--- src/lpds_pkg.sv ---
`default_nettype none
package lpds_pkg;
	localparam logic [31:0] REF_CTRL_OFS  = 32'h0000_2050;
	localparam logic [31:0] DATA_OFS      = 32'h0000_2120;
	localparam logic [31:0] SWITCH_OFS    = 32'h0000_2124;
	localparam logic [31:0] CONFIG_OFS    = 32'h0000_2128;
	localparam logic [31:0] CM_SEL_OFS    = 32'h0000_235c;

	localparam int OVERRIDE_BIT  = 5;
	localparam int SW_MSB        = 4;
	localparam int SW_BIAS_POT_BIT   = 4;
	localparam int SW_BIAS_FILT_BIT  = 3;
	localparam int SW_ZERO_LPTIA_BIT = 2;
	localparam int SW_ZERO_FILT_BIT  = 1;
	localparam int SW_ZERO_HSTIA_BIT = 0;
	localparam int SIX_MSB       = 17;
	localparam int SIX_LSB       = 12;
	localparam int TWELVE_MSB    = 11;
	localparam int BUF_PD_BIT    = 1;
	localparam int BG_PD_BIT     = 0;
	localparam int CM_EN_BIT     = 3;
	localparam int CM_RSV_MSB    = 2;
	localparam int DIAG_BIT      = 5;
	localparam int WREN_BIT      = 0;
	localparam int CFG_MSB       = 6;

	localparam logic [5:0]  SWITCH_RST    = 6'h0c;
	localparam logic [6:0]  CONFIG_RST    = 7'h02;
	localparam logic [4:0]  SW_NORMAL     = 5'h0c;
	localparam logic [4:0]  SW_DIAG       = 5'h09;
	localparam logic [1:0]  HTRANS_NONSEQ = 2'h2;
	localparam logic        HRESP_OKAY    = 1'h0;
	localparam logic [31:0] ZERO_WORD     = 32'h0000_0000;
endpackage : lpds_pkg
`default_nettype wire

--- src/lpds_regs.sv ---
// Function
// - With the override clear, the output switches follow the diagnostic-mode bit of the config register.
// - With the override set, the five switches follow switch-register bits 4 to 0 and the mode bit is ignored.
// - Switch bit 4 closes the bias-to-potentiostat switch when 1, resets to 0.
// - Switch bit 3 closes the bias-to-filter-pin switch when 1, resets to 1.
// - Switch bit 2 closes the zero-to-low-power-TIA switch when 1, resets to 1.
// - Switch bit 1 closes the zero-to-filter-pin switch when 1.
// - Switch bit 0 closes the zero-to-high-speed-TIA switch when 1, resets to 0.
// - Data bits 17 to 12 hold the read/write six-bit DAC code.
// - Data bits 11 to 0 hold the read/write twelve-bit DAC code.
// - Reference bit 1 set powers down the 2.5 V buffer, clear enables it, reset 0.
// - Reference bit 0 set powers down the bandgap, clear enables it, reset 0.
// - Common-mode bit 3 enables the common-mode switches, reset 0.
// - Common-mode bits 31 to 4 read zero, bits 2 to 0 are plain read/write storage resetting to 0.
// - With the data write-enable bit clear, data writes are blocked and the data register reads zero.
// - Config bit 5 selects normal switching when 0 and diagnostic when 1, only while override is clear.
//
// Chosen here: register access over AHB-Lite.
`default_nettype none
module lpds_regs
(
	input  wire logic        clk,
	input  wire logic        reset_n,
	input  wire logic        hsel,
	input  wire logic [31:0] haddr,
	input  wire logic [1:0]  htrans,
	input  wire logic        hwrite,
	input  wire logic [2:0]  hsize,
	input  wire logic [31:0] hwdata,
	input  wire logic        hready,
	output logic      [31:0] hrdata,
	output logic             hreadyout,
	output logic             hresp,
	output logic             biasToPotentiostatSwitch,
	output logic             biasToFilterPinSwitch,
	output logic             zeroToLowpowerTiaSwitch,
	output logic             zeroToFilterPinSwitch,
	output logic             zeroToHighspeedTiaSwitch,
	output logic      [5:0]  sixBitCode,
	output logic      [11:0] twelveBitCode,
	output logic             refBufferPowerdown,
	output logic             bandgapPowerdown,
	output logic             commonModeEnable
);
	logic        rstMeta_r;
	logic        rstN;
	logic        dphValid_r;
	logic        dphWrite_r;
	logic [31:0] dphAddr_r;
	logic        wrStrobe;
	logic [5:0]  switch_r;
	logic [6:0]  config_r;
	logic [17:0] data_r;
	logic [1:0]  refCtrl_r;
	logic [3:0]  cmSel_r;
	logic [31:0] rdMux;
	logic [4:0]  switchSel;

	// Reset release through two flops
	always_ff @(posedge clk or negedge reset_n)
	begin
		if (!reset_n)
		begin
			rstMeta_r <= 1'b0;
			rstN      <= 1'b0;
		end
		else
		begin
			rstMeta_r <= 1'b1;
			rstN      <= rstMeta_r;
		end
	end

	// Address phase capture
	always_ff @(posedge clk or negedge rstN)
	begin
		if (!rstN)
		begin
			dphValid_r <= 1'b0;
			dphWrite_r <= 1'b0;
			dphAddr_r  <= lpds_pkg::ZERO_WORD;
		end
		else if (hready)
		begin
			dphValid_r <= hsel && (htrans == lpds_pkg::HTRANS_NONSEQ || htrans[1]);
			dphWrite_r <= hwrite;
			dphAddr_r  <= haddr;
		end
	end

	// One wait state on reads so data reflects a just-finished write
	always_ff @(posedge clk or negedge rstN)
	begin
		if (!rstN)
			hreadyout <= 1'b1;
		else if (hready && hsel && htrans[1] && !hwrite)
			hreadyout <= 1'b0;
		else
			hreadyout <= 1'b1;
	end

	always_ff @(posedge clk or negedge rstN)
	begin
		if (!rstN)
			hresp <= lpds_pkg::HRESP_OKAY;
		else
			hresp <= lpds_pkg::HRESP_OKAY;
	end

	assign wrStrobe = dphValid_r && dphWrite_r && hready;

	always_ff @(posedge clk or negedge rstN)
	begin
		if (!rstN)
			switch_r <= lpds_pkg::SWITCH_RST;
		else if (wrStrobe && dphAddr_r == lpds_pkg::SWITCH_OFS)
			switch_r <= hwdata[lpds_pkg::OVERRIDE_BIT:0];
	end

	always_ff @(posedge clk or negedge rstN)
	begin
		if (!rstN)
			config_r <= lpds_pkg::CONFIG_RST;
		else if (wrStrobe && dphAddr_r == lpds_pkg::CONFIG_OFS)
			config_r <= hwdata[lpds_pkg::CFG_MSB:0];
	end

	// Data register held at zero while writes are disabled
	always_ff @(posedge clk or negedge rstN)
	begin
		if (!rstN)
			data_r <= '0;
		else if (!config_r[lpds_pkg::WREN_BIT])
			data_r <= '0;
		else if (wrStrobe && dphAddr_r == lpds_pkg::DATA_OFS)
			data_r <= hwdata[lpds_pkg::SIX_MSB:0];
	end

	always_ff @(posedge clk or negedge rstN)
	begin
		if (!rstN)
			refCtrl_r <= '0;
		else if (wrStrobe && dphAddr_r == lpds_pkg::REF_CTRL_OFS)
			refCtrl_r <= hwdata[lpds_pkg::BUF_PD_BIT:0];
	end

	always_ff @(posedge clk or negedge rstN)
	begin
		if (!rstN)
			cmSel_r <= '0;
		else if (wrStrobe && dphAddr_r == lpds_pkg::CM_SEL_OFS)
			cmSel_r <= hwdata[lpds_pkg::CM_EN_BIT:0];
	end

	// Read mux; reserved bits and unmapped space read zero
	always_comb
	begin
		rdMux = lpds_pkg::ZERO_WORD;
		if (dphAddr_r == lpds_pkg::SWITCH_OFS)
			rdMux[lpds_pkg::OVERRIDE_BIT:0] = switch_r;
		else if (dphAddr_r == lpds_pkg::CONFIG_OFS)
			rdMux[lpds_pkg::CFG_MSB:0] = config_r;
		else if (dphAddr_r == lpds_pkg::DATA_OFS && config_r[lpds_pkg::WREN_BIT])
			rdMux[lpds_pkg::SIX_MSB:0] = data_r;
		else if (dphAddr_r == lpds_pkg::REF_CTRL_OFS)
			rdMux[lpds_pkg::BUF_PD_BIT:0] = refCtrl_r;
		else if (dphAddr_r == lpds_pkg::CM_SEL_OFS)
			rdMux[lpds_pkg::CM_EN_BIT:0] = cmSel_r;
	end

	always_ff @(posedge clk or negedge rstN)
	begin
		if (!rstN)
			hrdata <= lpds_pkg::ZERO_WORD;
		else if (dphValid_r && !dphWrite_r && !hreadyout)
			hrdata <= rdMux;
	end

	// Switch source: override bits or mode pattern
	always_comb
	begin
		if (switch_r[lpds_pkg::OVERRIDE_BIT])
			switchSel = switch_r[lpds_pkg::SW_MSB:0];
		else if (config_r[lpds_pkg::DIAG_BIT])
			switchSel = lpds_pkg::SW_DIAG;
		else
			switchSel = lpds_pkg::SW_NORMAL;
	end

	always_ff @(posedge clk or negedge rstN)
	begin
		if (!rstN)
		begin
			biasToPotentiostatSwitch <= 1'b0;
			biasToFilterPinSwitch    <= 1'b0;
			zeroToLowpowerTiaSwitch  <= 1'b0;
			zeroToFilterPinSwitch    <= 1'b0;
			zeroToHighspeedTiaSwitch <= 1'b0;
		end
		else
		begin
			biasToPotentiostatSwitch <= switchSel[lpds_pkg::SW_BIAS_POT_BIT];
			biasToFilterPinSwitch    <= switchSel[lpds_pkg::SW_BIAS_FILT_BIT];
			zeroToLowpowerTiaSwitch  <= switchSel[lpds_pkg::SW_ZERO_LPTIA_BIT];
			zeroToFilterPinSwitch    <= switchSel[lpds_pkg::SW_ZERO_FILT_BIT];
			zeroToHighspeedTiaSwitch <= switchSel[lpds_pkg::SW_ZERO_HSTIA_BIT];
		end
	end

	always_ff @(posedge clk or negedge rstN)
	begin
		if (!rstN)
		begin
			sixBitCode         <= '0;
			twelveBitCode      <= '0;
			refBufferPowerdown <= 1'b0;
			bandgapPowerdown   <= 1'b0;
			commonModeEnable   <= 1'b0;
		end
		else
		begin
			sixBitCode         <= data_r[lpds_pkg::SIX_MSB:lpds_pkg::SIX_LSB];
			twelveBitCode      <= data_r[lpds_pkg::TWELVE_MSB:0];
			refBufferPowerdown <= refCtrl_r[lpds_pkg::BUF_PD_BIT];
			bandgapPowerdown   <= refCtrl_r[lpds_pkg::BG_PD_BIT];
			commonModeEnable   <= cmSel_r[lpds_pkg::CM_EN_BIT];
		end
	end

	// Checks
	override_follow_a : assert property (@(posedge clk) disable iff (!rstN)
		switch_r[lpds_pkg::OVERRIDE_BIT] |=> biasToPotentiostatSwitch == $past(switch_r[lpds_pkg::SW_MSB])
			&& zeroToHighspeedTiaSwitch == $past(switch_r[lpds_pkg::SW_ZERO_HSTIA_BIT]))
		else $error("override switches wrong");
	diag_mode_a : assert property (@(posedge clk) disable iff (!rstN)
		!switch_r[lpds_pkg::OVERRIDE_BIT] && config_r[lpds_pkg::DIAG_BIT] |=> zeroToHighspeedTiaSwitch)
		else $error("diagnostic pattern wrong");
	normal_mode_a : assert property (@(posedge clk) disable iff (!rstN)
		!switch_r[lpds_pkg::OVERRIDE_BIT] && !config_r[lpds_pkg::DIAG_BIT]
			|=> zeroToLowpowerTiaSwitch && !zeroToHighspeedTiaSwitch)
		else $error("normal pattern wrong");
	data_block_a : assert property (@(posedge clk) disable iff (!rstN)
		!config_r[lpds_pkg::WREN_BIT] |=> data_r == '0)
		else $error("data not held at zero");
	data_write_a : assert property (@(posedge clk) disable iff (!rstN)
		wrStrobe && dphAddr_r == lpds_pkg::DATA_OFS && config_r[lpds_pkg::WREN_BIT]
			|=> ##1 sixBitCode == $past(hwdata[lpds_pkg::SIX_MSB:lpds_pkg::SIX_LSB], 2))
		else $error("six-bit code not written");
	twelve_write_a : assert property (@(posedge clk) disable iff (!rstN)
		wrStrobe && dphAddr_r == lpds_pkg::DATA_OFS && config_r[lpds_pkg::WREN_BIT]
			|=> ##1 twelveBitCode == $past(hwdata[lpds_pkg::TWELVE_MSB:0], 2))
		else $error("twelve-bit code not written");
	data_rsv_a : assert property (@(posedge clk) disable iff (!rstN)
		!hreadyout && dphAddr_r == lpds_pkg::DATA_OFS |=> hrdata[31:18] == '0)
		else $error("data reserved bits set");
	cm_rsv_a : assert property (@(posedge clk) disable iff (!rstN)
		!hreadyout && dphAddr_r == lpds_pkg::CM_SEL_OFS |=> hrdata[31:4] == '0)
		else $error("common-mode reserved bits set");
	ref_pd_a : assert property (@(posedge clk) disable iff (!rstN)
		wrStrobe && dphAddr_r == lpds_pkg::REF_CTRL_OFS
			|=> ##1 refBufferPowerdown == $past(hwdata[lpds_pkg::BUF_PD_BIT], 2)
			&& bandgapPowerdown == $past(hwdata[lpds_pkg::BG_PD_BIT], 2))
		else $error("reference power-down wrong");
	cm_en_a : assert property (@(posedge clk) disable iff (!rstN)
		wrStrobe && dphAddr_r == lpds_pkg::CM_SEL_OFS
			|=> ##1 commonModeEnable == $past(hwdata[lpds_pkg::CM_EN_BIT], 2))
		else $error("common-mode enable wrong");
	read_wait_a : assert property (@(posedge clk) disable iff (!rstN)
		!hreadyout |=> hreadyout)
		else $error("read wait too long");

	// Per-switch override routing
	bias_pot_a : assert property (@(posedge clk) disable iff (!rstN)
		switch_r[lpds_pkg::OVERRIDE_BIT]
			|=> biasToPotentiostatSwitch == $past(switch_r[lpds_pkg::SW_BIAS_POT_BIT]))
		else $error("potentiostat switch wrong");
	bias_filter_a : assert property (@(posedge clk) disable iff (!rstN)
		switch_r[lpds_pkg::OVERRIDE_BIT]
			|=> biasToFilterPinSwitch == $past(switch_r[lpds_pkg::SW_BIAS_FILT_BIT]))
		else $error("bias filter switch wrong");
	lowpower_tia_a : assert property (@(posedge clk) disable iff (!rstN)
		switch_r[lpds_pkg::OVERRIDE_BIT]
			|=> zeroToLowpowerTiaSwitch == $past(switch_r[lpds_pkg::SW_ZERO_LPTIA_BIT]))
		else $error("low-power TIA switch wrong");
	zero_filter_a : assert property (@(posedge clk) disable iff (!rstN)
		switch_r[lpds_pkg::OVERRIDE_BIT]
			|=> zeroToFilterPinSwitch == $past(switch_r[lpds_pkg::SW_ZERO_FILT_BIT]))
		else $error("zero filter switch wrong");
	highspeed_tia_a : assert property (@(posedge clk) disable iff (!rstN)
		switch_r[lpds_pkg::OVERRIDE_BIT]
			|=> zeroToHighspeedTiaSwitch == $past(switch_r[lpds_pkg::SW_ZERO_HSTIA_BIT]))
		else $error("high-speed TIA switch wrong");

	// Whole mode patterns, switch reset value and reset release
	diag_pattern_a : assert property (@(posedge clk) disable iff (!rstN)
		!switch_r[lpds_pkg::OVERRIDE_BIT] && config_r[lpds_pkg::DIAG_BIT]
			|=> {biasToPotentiostatSwitch, biasToFilterPinSwitch, zeroToLowpowerTiaSwitch, zeroToFilterPinSwitch,
			zeroToHighspeedTiaSwitch} == lpds_pkg::SW_DIAG)
		else $error("diagnostic switch set wrong");
	normal_pattern_a : assert property (@(posedge clk) disable iff (!rstN)
		!switch_r[lpds_pkg::OVERRIDE_BIT] && !config_r[lpds_pkg::DIAG_BIT]
			|=> {biasToPotentiostatSwitch, biasToFilterPinSwitch, zeroToLowpowerTiaSwitch, zeroToFilterPinSwitch,
			zeroToHighspeedTiaSwitch} == lpds_pkg::SW_NORMAL)
		else $error("normal switch set wrong");
	switch_reset_a : assert property (@(posedge clk) disable iff (!rstN)
		$rose(rstN) |-> switch_r == lpds_pkg::SWITCH_RST)
		else $error("switch reset value wrong");
	rst_release_a : assert property (@(posedge clk)
		$rose(rstN) |-> $past(rstMeta_r))
		else $error("reset released without sync stage");

	// Register storage, read data and no wait state on writes
	switch_write_a : assert property (@(posedge clk) disable iff (!rstN)
		wrStrobe && dphAddr_r == lpds_pkg::SWITCH_OFS |=> switch_r == $past(hwdata[lpds_pkg::OVERRIDE_BIT:0]))
		else $error("switch register not written");
	config_write_a : assert property (@(posedge clk) disable iff (!rstN)
		wrStrobe && dphAddr_r == lpds_pkg::CONFIG_OFS |=> config_r == $past(hwdata[lpds_pkg::CFG_MSB:0]))
		else $error("config register not written");
	cm_low_rw_a : assert property (@(posedge clk) disable iff (!rstN)
		wrStrobe && dphAddr_r == lpds_pkg::CM_SEL_OFS
			|=> cmSel_r[lpds_pkg::CM_RSV_MSB:0] == $past(hwdata[lpds_pkg::CM_RSV_MSB:0]))
		else $error("common-mode low bits not stored");
	ref_hold_a : assert property (@(posedge clk) disable iff (!rstN)
		!(wrStrobe && dphAddr_r == lpds_pkg::REF_CTRL_OFS) |=> $stable(refCtrl_r))
		else $error("reference control changed unasked");
	cm_hold_a : assert property (@(posedge clk) disable iff (!rstN)
		!(wrStrobe && dphAddr_r == lpds_pkg::CM_SEL_OFS) |=> $stable(cmSel_r))
		else $error("common-mode select changed unasked");
	switch_hold_a : assert property (@(posedge clk) disable iff (!rstN)
		!(wrStrobe && dphAddr_r == lpds_pkg::SWITCH_OFS) |=> $stable(switch_r))
		else $error("switch register changed unasked");
	data_read_zero_a : assert property (@(posedge clk) disable iff (!rstN)
		dphValid_r && !dphWrite_r && !hreadyout && dphAddr_r == lpds_pkg::DATA_OFS && !config_r[lpds_pkg::WREN_BIT]
			|=> hrdata == lpds_pkg::ZERO_WORD)
		else $error("blocked data register not read as zero");
	code_clear_a : assert property (@(posedge clk) disable iff (!rstN)
		!config_r[lpds_pkg::WREN_BIT] ##1 !config_r[lpds_pkg::WREN_BIT]
			|=> sixBitCode == '0 && twelveBitCode == '0)
		else $error("codes not cleared while blocked");
	write_nowait_a : assert property (@(posedge clk) disable iff (!rstN)
		hready && hsel && htrans[1] && hwrite |=> hreadyout)
		else $error("write stalled");
	read_capture_a : assert property (@(posedge clk) disable iff (!rstN)
		dphValid_r && !dphWrite_r && !hreadyout |=> hrdata == $past(rdMux))
		else $error("read data not captured");

	override_use_c : cover property (@(posedge clk) disable iff (!rstN)
		wrStrobe && dphAddr_r == lpds_pkg::SWITCH_OFS && hwdata[lpds_pkg::OVERRIDE_BIT]);
	diag_use_c : cover property (@(posedge clk) disable iff (!rstN)
		!switch_r[lpds_pkg::OVERRIDE_BIT] && config_r[lpds_pkg::DIAG_BIT]);
	blocked_write_c : cover property (@(posedge clk) disable iff (!rstN)
		wrStrobe && dphAddr_r == lpds_pkg::DATA_OFS && !config_r[lpds_pkg::WREN_BIT]);
	read_data_c : cover property (@(posedge clk) disable iff (!rstN)
		!hreadyout && dphAddr_r == lpds_pkg::DATA_OFS);
	data_write_c : cover property (@(posedge clk) disable iff (!rstN)
		wrStrobe && dphAddr_r == lpds_pkg::DATA_OFS && config_r[lpds_pkg::WREN_BIT]);
endmodule : lpds_regs
`default_nettype wire

--- config.mk ---
export PLATFORM = sky130hd
export DESIGN_NAME = lpds_regs
export DESIGN_NICKNAME = d
export VERILOG_FILES = /design/src/lpds_pkg.sv /design/src/lpds_regs.sv
export SDC_FILE = /design/constraint.sdc
export NUM_CORES = 1
export LEC_CHECK = 0
export BUFFER_PORTS_ARGS = -buffer_cell sky130_fd_sc_hd__clkbuf_2
export CAP_MARGIN = 10
export CELL_PAD_IN_SITES_DETAIL_PLACEMENT = 1
export CELL_PAD_IN_SITES_GLOBAL_PLACEMENT = 1
export CORE_UTILIZATION = 41
export DETAILED_ROUTE_END_ITERATION = 12
export PLACE_DENSITY_LB_ADDON = 0.1
export SKIP_LAST_GASP = 1
export SYNTH_ARGS = -nofsm -noshare
export SYNTH_HDL_FRONTEND = slang
export SYNTH_SLANG_ARGS = --single-unit
--- constraint.sdc ---
create_clock -name clk -period 4.79 [get_ports clk]
set_input_delay 0.7185 -clock clk [delete_from_list [all_inputs] [get_ports clk]]
set_output_delay 0.7185 -clock clk [all_outputs]
set_load 0.05 [all_outputs]
==> reports/qor.csv, run 1 <==
metric,value,unit
grt-ovfl-total,0,
ys_warn_count,0,
clockBufferDepth,2,
nets,510,
drc_errors,0,
postSynthAreaPerCell,14.2,um2
gp_congestion,0.762,
utilization,0.536,
synth_seq_cells,118,
cts_setup_buffers,0,
synth_top_area_share,0.611,
cts.sinks,118,
synth_top_flop_cell,dfrtp_1,
finish.instance_area,5890,um2
drt_iter0_markers,99,
postRouteAntennaNets,0,
critPathMaxFanout,21,
fin_setup_tns,0,ns
grt_pass1_wl,17.0,mm
async_flop_share,1.00,
synth_edf_count,0,
skew,0.00722,ns
clk_latency,0.41,ns
relSlewSlack,0.374,
layout_commonest_cell,dfrtp_1,
synth_top_area_cell,dfrtp_1,
first_pass_iters,5,
die_w,109,um
io_buffers,100,
area_growth,26.1,%
ioPinCount,134,
max_freq,368,MHz
final_cell_mix,"dfrtp_1, clkbuf_2, mux2_2",
antenna_found_initial,0,
wirelength,10.4,mm
grt_max_degree,75,
crit_path_cell_trace,or3_1 > nor3_1 > and2b_1 > a22o_1,
placed_area,5240,um2
worst_pin_slew,0.939,ns
finalCritPeriodShare,0.568,
leakagePower,2.89,nW
fin_crit,2.72,ns
cts.repair.resized,0,
rsz0062_at_grt,no,
root_buffer,clkbuf_16,
start_kind,flop,
required,5.13,ns
die_h,109,um
cts_made_buffers,17,
synth_area,4670,um2
setup_viol,0,
clkSlewWorstSetupHoldPaths,0.06,ns
diodes,0,
ys_seq_area_frac,0.633,
drv_cap,0,
power_density,435,nW/um2
vias_per_cell,5.28,
row_count,38,
grt_pass1_vias,3271,
via_count,3110,
cp_slowest_cell,or3_1,
grt_usage,0.196,
synth_cell_type_count,48,
crit_arrival,3.06,ns
yosys-top-cells-area,"dfrtp_1, mux2_2, a22o_1",
initial_core_util,0.425,
hold_viol,0,
cpPeakStageDelay,0.75,ns
min_path_type,input pin to async pin,
die-area,11800,um2
final_max_slew_viol_count,0,
nFillCells,1132,
htree_levels,4,
ir_drop,0.226,mV
coreArea,11000,um2
cts-hold-fix-buffers,0,
drive_gt1_frac,0.441,
synth_cells,328,
endpoint_kind,flop,
outcome,"finished, final reports clean",
critical_path_class,flop to flop,
dp_hpwl,7.08,mm
cts_tree,built,
wl_per_cell,17.7,um
==> critical path: cells and delay by family (launching register included) <==
family	cells	cell delay, ns
AOI/OAI and AO/OA	1	0.22
DFF	1	0.38
and+or+nand+nor	3	2.05
==> cell type report <==
type | count | area [um2] | area share
inverters | 2 | 7.51 | 0.00127
repair buffers | 102 | 515 | 0.0875
flip-flops and latches | 118 | 2960 | 0.503
clock buffers | 20 | 447 | 0.0758
clock inverters | 12 | 200 | 0.0340
multi-input cells | 195 | 1580 | 0.269
well taps | 140 | 175 | 0.0297
==> routing by layer <==
layer	share of wire	vias up	GRT usage
li1	-	1394	-
met1	0.43	1605	0.248
met2	0.49	101	0.308
met3	0.063	10	0.0687
met4	0.012	0	0.0734
met5	0	-	0
==> path summary, 6_finish.rpt <==
| kind | endpoint | cells after the start | from | slack, ns |
|---|---|---|---|---|
| max in group asynchronous | data_r[0]$_DFFE_PN0P_ | 1 | rstN$_DFF_PN0_ | 3.21 |
| min | rstMeta_r$_DFF_PN0_ | 1 | reset_n | 0.08 |
| max | hrdata[16]$_DFFE_PN0P_ | 4 | dphWrite_r$_DFFE_PN0P_ | 2.07 |
| max reg2reg | hrdata[16]$_DFFE_PN0P_ | 4 | dphWrite_r$_DFFE_PN0P_ | 2.07 |
| min in group clk | rstN$_DFF_PN0_ | 0 | rstMeta_r$_DFF_PN0_ | 0.36 |
| min reg2reg | rstN$_DFF_PN0_ | 0 | rstMeta_r$_DFF_PN0_ | 0.36 |
==> registers in the layout, indices dropped and copies added, names as in the netlist, 2 cells and up <==
signal	count
hrdata	18
dphAddr_r	32
twelveBitCode	12
data_r	18
config_r	7
cmSel_r	4
switch_r	6
refCtrl_r	2
sixBitCode	6
==> cells by family (layout without fill, tap and decap cells) <==
group | Yosys count | in the layout | share of synthesized area
AO/OA/AOI/OAI | 54 | 54 | 0.0905
buffers and inverters | 29 | 136 | 0.0388
flip-flops | 118 | 118 | 0.633
multiplexers | 53 | 53 | 0.128
other | 2 | 16 | 0.00161
AND/OR/NAND/NOR | 72 | 72 | 0.108
==> synthesized netlist by cell type (3+ instances only) <==
| cell type | n |
|---|---|
| buf_4 | 15 |
| and4_1 | 4 |
| nor4_1 | 4 |
| a22oi_1 | 3 |
| nand2b_1 | 6 |
| and2_1 | 6 |
| nor2_1 | 6 |
| dfrtp_1 | 114 |
| o21ai_0 | 9 |
| a22o_1 | 26 |
| mux2_2 | 51 |
| a21oi_1 | 3 |
| o2bb2ai_1 | 6 |
| nand3_1 | 4 |
| nor3_1 | 5 |
| nand4_1 | 3 |
| clkbuf_1 | 8 |
| nand2_1 | 12 |
| dfstp_2 | 4 |
==> power breakdown <==
group / internal [mW] / switching, mW / total, mW
clock: 0.936 / 0.442 / 1.38
sequential: 1.03 / 0.0405 / 1.07
combinational: 0.0533 / 0.0648 / 0.118
==> stage by stage <==
| step | instances | power, mW | setup slack [ns] | hold slack, ns |
|---|---|---|---|---|
| floorplan | 342 | 1.17 | 1.27 | 0.331 |
| global placement | 557 | 1.20 | 2.04 | 0.334 |
| detailed placement | 557 | 1.21 | 2.02 | 0.342 |
| CTS | 589 | 2.59 | 2.05 | 0.0699 |
| global route | 589 | 2.65 | 1.88 | 0.0687 |
| finish | 589 | 2.56 | 2.07 | 0.0848 |
Note: power is estimated with default switching activity, not from simulation.
==> run 2: changes to the inputs <==
--- a/config.mk
+++ b/config.mk
@@ -9,7 +9,7 @@
 export CAP_MARGIN = 10
 export CELL_PAD_IN_SITES_DETAIL_PLACEMENT = 1
 export CELL_PAD_IN_SITES_GLOBAL_PLACEMENT = 1
-export CORE_UTILIZATION = 41
+export CORE_UTILIZATION = 37
 export DETAILED_ROUTE_END_ITERATION = 12
 export PLACE_DENSITY_LB_ADDON = 0.1
 export SKIP_LAST_GASP = 1
==> constraint.sdc (replaced) <==
create_clock -name clk -period 2.5 [get_ports clk]
set_input_delay 0.375 -clock clk [delete_from_list [all_inputs] [get_ports clk]]
set_output_delay 0.375 -clock clk [all_outputs]
set_load 0.05 [all_outputs]
==> run 2 against run 1 <==
Clock-buffer cell count increased by 5. Final cell count increased by 6.3%. Worst hold slack better by 0.075 ns. Clock skew fell by 0.00066 ns. Sequential share of layout area down 0.96 points. Largest power group unchanged.
==> reports/qor.csv, run 2 (same netlist as run 1, synthesis figures left out) <==
metric,value,unit
clk_latency,0.41,ns
area_growth,28.6,%
htree_levels,4,
dp_hpwl,7.20,mm
io_buffers,100,
endpoint_kind,flop,
antenna_found_initial,0,
multiInputGateArea,1580,um2
drc_errors,0,
combPwrFrac,0.049,
rsz0062_at_grt,no,
holdWs,0.159,ns
drv_cap,0,
row_count,40,
power.internal,3.88,mW
ir_drop,0.363,mV
drt_iter0_markers,84,
p_sw,1.01,mW
final_max_slew_viol_count,0,
ioPinCount,134,
clkSlewWorstSetupHoldPaths,0.05,ns
clkPwrFrac,0.534,
leakagePower,2.95,nW
postRouteAntennaNets,0,
finish.instance_area,6010,um2
hold_viol,0,
critPathLaunch,dphAddr_r[11]$_DFFE_PN0P_,
drive_gt1_frac,0.448,
grt_pass1_wl,17.2,mm
largest_register_ffs,32,
diodes,0,
outcome,"finished, final reports clean",
critPathMaxFanout,7,
regArea,2960,um2
largest-register,dphAddr_r,
wirelength,10.2,mm
skew,0.00656,ns
max_freq,466,MHz
place_inst,593,
hold_path_depth,2,
fin_crit,2.15,ns
crit_arrival,2.42,ns
fin_setup_tns,0,ns
grt_max_degree,58,
holdCritStartpoint,hsel,
die-area,13100,um2
via_count,3065,
cts_made_buffers,17,
worstReg2RegStart,dphAddr_r[11]$_DFFE_PN0P_,
setup_viol,0,
required,2.78,ns
vias_per_cell,4.90,
coreArea,12200,um2
die_w,114,um
nets,519,
grt_pass1_vias,3363,
swShare,0.206,
finalWorstSetupSlack,0.353,ns
power_density,813,nW/um2
critical_path_class,flop to flop,
grt_usage,0.175,
cts_tree,built,
start_kind,flop,
gp_congestion,0.708,
initial_core_util,0.384,
placed_area,5350,um2
cts.sinks,118,
post-place-ws,0.325,ns
relSlewSlack,0.558,
pwr-share-seq,0.417,
layout_commonest_cell,dfrtp_1,
layoutNonFillerInstCount,626,
nFillCells,1262,
final_cell_mix,"dfrtp_1, clkbuf_2, mux2_2",
worst_pin_slew,0.654,ns
root_buffer,clkbuf_16,
first_pass_iters,4,
clockBufferDepth,2,
die_h,114,um
wl_per_cell,16.3,um
finalCritPeriodShare,0.859,
min_path_type,input pin to flop,
grt-ovfl-total,0,
ff2ff_path_depth,5,
top_regs,"dphAddr_r (32), data_r (18), hrdata (18)",
-- run 2: cell type report --
type | count | share of cell area
Multi-Input combinational cell | 195 | 0.264
Clock inverter | 7 | 0.0231
Inverter | 2 | 0.00125
Tap cell | 168 | 0.0350
Timing Repair Buffer | 111 | 0.0996
Sequential cell | 118 | 0.493
Clock buffer | 25 | 0.0842
-- run 2: path summary, 6_finish.rpt --
| path | endpoint | slack [ns] |
|---|---|---|
| hold reg to reg | twelveBitCode[9]$_DFF_PN0_ | 0.33 |
| min in group asynchronous | rstN$_DFF_PN0_ | 0.28 |
| setup / recovery | hrdata[2]$_DFFE_PN0P_ | 0.35 |
| hold / removal | hreadyout$_DFF_PN1_ | 0.16 |
| max in group asynchronous | config_r[1]$_DFFE_PN1P_ | 1.40 |
| setup reg to reg | hrdata[2]$_DFFE_PN0P_ | 0.35 |
-- run 2: critical path, stage by stage, from the launching register on --
cell and delay [ns]:
dfrtp_1 0.40, nor4b_4 0.42, nand4_2 0.30, or3b_1 0.55
o21ai_0 0.23, o21ai_0 0.11
-- run 2: power groups by stage --
stage / sequential [mW] / combinational, mW / clock (mW)
final: 2.04 / 0.239 / 2.61
after global routing: 2.05 / 0.264 / 2.75
after CTS: 2.04 / 0.244 / 2.67
after detailed placement: 2.07 / 0.242 / 0
after global placement: 2.07 / 0.237 / 0
after floorplan: 2.06 / 0.175 / 0
-- run 2: routing by layer --
| metal | share of wire | up-vias | global-route usage |
|---|---|---|---|
| met5 | 0 | - | 0 |
| met4 | 0.017 | 0 | 0.0831 |
| met3 | 0.062 | 14 | 0.0588 |
| met2 | 0.47 | 95 | 0.272 |
| met1 | 0.46 | 1536 | 0.222 |
| li1 | - | 1420 | - |
-- run 2: repair_timing --
| item | 4_1_cts | 5_1_grt |
|---|---|---|
| buffers inserted | 0 | 0 |
| hold endpoints to repair | 2 | 0 |
| gates resized for setup | 0 | 0 |
| hold buffers | 1 | 0 |
-- run 2: through the flow --
step | total power, mW | util
detailed placement | 2.31 | 0.440
CTS | 4.95 | 0.494
global route | 5.07 | 0.494
global placement | 2.31 | 0.440
finish | 4.89 | 0.494
floorplan | 2.24 | -
==> run 3: changes to the inputs <==
--- a/config.mk
+++ b/config.mk
@@ -12,7 +12,7 @@
 export CORE_UTILIZATION = 37
 export DETAILED_ROUTE_END_ITERATION = 12
 export PLACE_DENSITY_LB_ADDON = 0.1
-export SKIP_LAST_GASP = 1
+export RECOVER_POWER = 25
 export SYNTH_ARGS = -nofsm -noshare
 export SYNTH_HDL_FRONTEND = slang
 export SYNTH_SLANG_ARGS = --single-unit
==> run 3 against run 2 <==
Final cell count unchanged. Non-clock buffer count unchanged. Highest routed layer unchanged. The run now ends with max-capacitance violations, max-slew violations left. Clock skew about the same. Worst setup slack about the same. Sequential share of layout area about the same.
==> reports/qor.csv, run 3 (same netlist as run 1, synthesis figures left out) <==
metric,value,unit
outcome,"finished, violations left",
violations,"max-capacitance violations, max-slew violations",
initial_core_util,0.384,
skew,0.00662,ns
worstReg2RegStart,dphAddr_r[11]$_DFFE_PN0P_,
critical_path_class,flop to flop,
cts-hold-fix-buffers,1,
met2_usage,0.272,
coreArea,12200,um2
drive_gt1_frac,0.441,
ff2ff_path_depth,5,
cts_tree,built,
grt_pass1_wl,17.2,mm
root_buffer,clkbuf_16,
grt_max_degree,58,
row_count,40,
postRouteAntennaNets,0,
fin_setup_tns,0,ns
min_path_type,input pin to flop,
first_pass_iters,4,
drv_cap,2,
setup_viol,0,
crit_path_cell_trace,nor4b_4 > nand4_2 > or3b_1 > o21ai_0 > o21ai_0,
largest-register,dphAddr_r,
die-area,13100,um2
final_cell_mix,"dfrtp_1, clkbuf_2, mux2_2",
worst_pin_slew,1.88,ns
timing.rr.end,hrdata[2]$_DFFE_PN0P_,
cts_made_buffers,17,
vias_per_cell,4.90,
gp_congestion,0.708,
finalCritPeriodShare,0.859,
critPathMaxFanout,7,
clkSlewWorstSetupHoldPaths,0.05,ns
wirelength,10.2,mm
htree_levels,4,
post-place-ws,0.325,ns
start_kind,flop,
max_freq,466,MHz
path_delay_family,simple AND/OR/NAND/NOR gates,
nets,519,
drc_errors,0,
ioPinCount,134,
wl_per_cell,16.3,um
grt_pass1_vias,3363,
power_density,815,nW/um2
grt_usage,0.175,
antenna_found_initial,0,
required,2.78,ns
clk_latency,0.41,ns
cts.repair.resized,0,
fin_crit,2.15,ns
clockBufferDepth,2,
cp_slowest_cell,or3b_1,
hold_viol,0,
relSlewSlack,-0.253,
met3_usage,0.0588,
largest_register_ffs,32,
grt-ovfl-total,0,
place_inst,593,
cpPeakStageDelay,0.55,ns
rsz0062_at_grt,no,
nFillCells,1262,
utilization,0.493,
endpoint_kind,flop,
path_buf_inv,0,
min_to,hreadyout$_DFF_PN1_,
ir_drop,0.364,mV
hold_path_depth,2,
cts.sinks,118,
crit_arrival,2.42,ns
diodes,0,
area_growth,28.4,%
r2r_slack,0.35,ns
holdCritStartpoint,hsel,
top_regs,"dphAddr_r (32), data_r (18), hrdata (18)",
cts_setup_buffers,0,
die_h,114,um
critPathMostFrequentCell,o21ai_0,
finalWorstSetupSlack,0.353,ns
layoutNonFillerInstCount,626,
layout_commonest_cell,dfrtp_1,
via_count,3066,
drt_iter0_markers,87,
final_max_slew_viol_count,81,
busiest_layer,met2,
leakagePower,2.94,nW
met1_usage,0.222,
die_w,114,um
io_buffers,100,
dp_hpwl,7.20,mm
==> run 3: changes by cell type in the layout (fill, tap and decap cells not counted) <==
| cell | before | now |
|---|---|---|
| and2_0 | 0 | 2 |
| and2_1 | 6 | 4 |
| clkbuf_1 | 3 | 5 |
| buf_4 | 9 | 8 |
| clkbuf_2 | 100 | 99 |
| dfrtp_1 | 113 | 114 |
| dfrtp_4 | 1 | 0 |
==> run 3: metrics by stage <==
stage          hold WS (ns)  total power [mW]  area (um2)
4_1_cts               0.139              4.95        6010
6_report              0.160              4.89        6000
2_1_floorplan        0.0794              2.24        4720
3_3_place_gp          0.160              2.31        5350
5_1_grt               0.169              5.07        6000
3_5_place_dp          0.165              2.31        5350
==> run 3: report_power, final <==
part | switching [mW] | leakage, nW | internal [mW]
combinational | 0.132 | 1.08 | 0.108
clock | 0.808 | 0.318 | 1.80
sequential | 0.0666 | 1.54 | 1.97
==> run 3: worst max-delay path by stage <==
stage	from	to	slack, ns	cells past startpoint
final	dphAddr_r[11]$_DFFE_PN0P_	hrdata[2]$_DFFE_PN0P_	0.35	5
after global routing	dphAddr_r[11]$_DFFE_PN0P_	config_r[6]$_DFFE_PN0P_	0.14	5
after CTS	dphAddr_r[18]$_DFFE_PN0P_	refCtrl_r[0]$_DFFE_PN0P_	0.32	5
after detailed placement	dphAddr_r[26]$_DFFE_PN0P_	refCtrl_r[0]$_DFFE_PN0P_	0.33	5
after global placement	dphAddr_r[18]$_DFFE_PN0P_	refCtrl_r[0]$_DFFE_PN0P_	0.33	5
after floorplan	dphAddr_r[23]$_DFFE_PN0P_	refCtrl_r[0]$_DFFE_PN0P_	0.52	4
==> run 3: cell type report <==
type                    instances  area (um2)  share of cell area
repair buffers                111         593              0.0989
flip-flops and latches        118        2960               0.493
clock inverters                 7         139              0.0232
inverters                       2        7.51             0.00125
well taps                     168         210              0.0351
clock buffers                  25         505              0.0843
multi-input cells             195        1580               0.264
==> run 3: worst register-to-register path, cell delays in order (launching register included) <==
cell	delay, ns
dfrtp_1	0.40
nor4b_4	0.42
nand4_2	0.30
or3b_1	0.55
o21ai_0	0.23
o21ai_0	0.11
==> run 3: metal layers <==
metal,vias to the layer above,share of wire
li1,1420,-
met1,1537,0.46
met2,95,0.47
met3,14,0.062
met4,0,0.017
met5,-,0
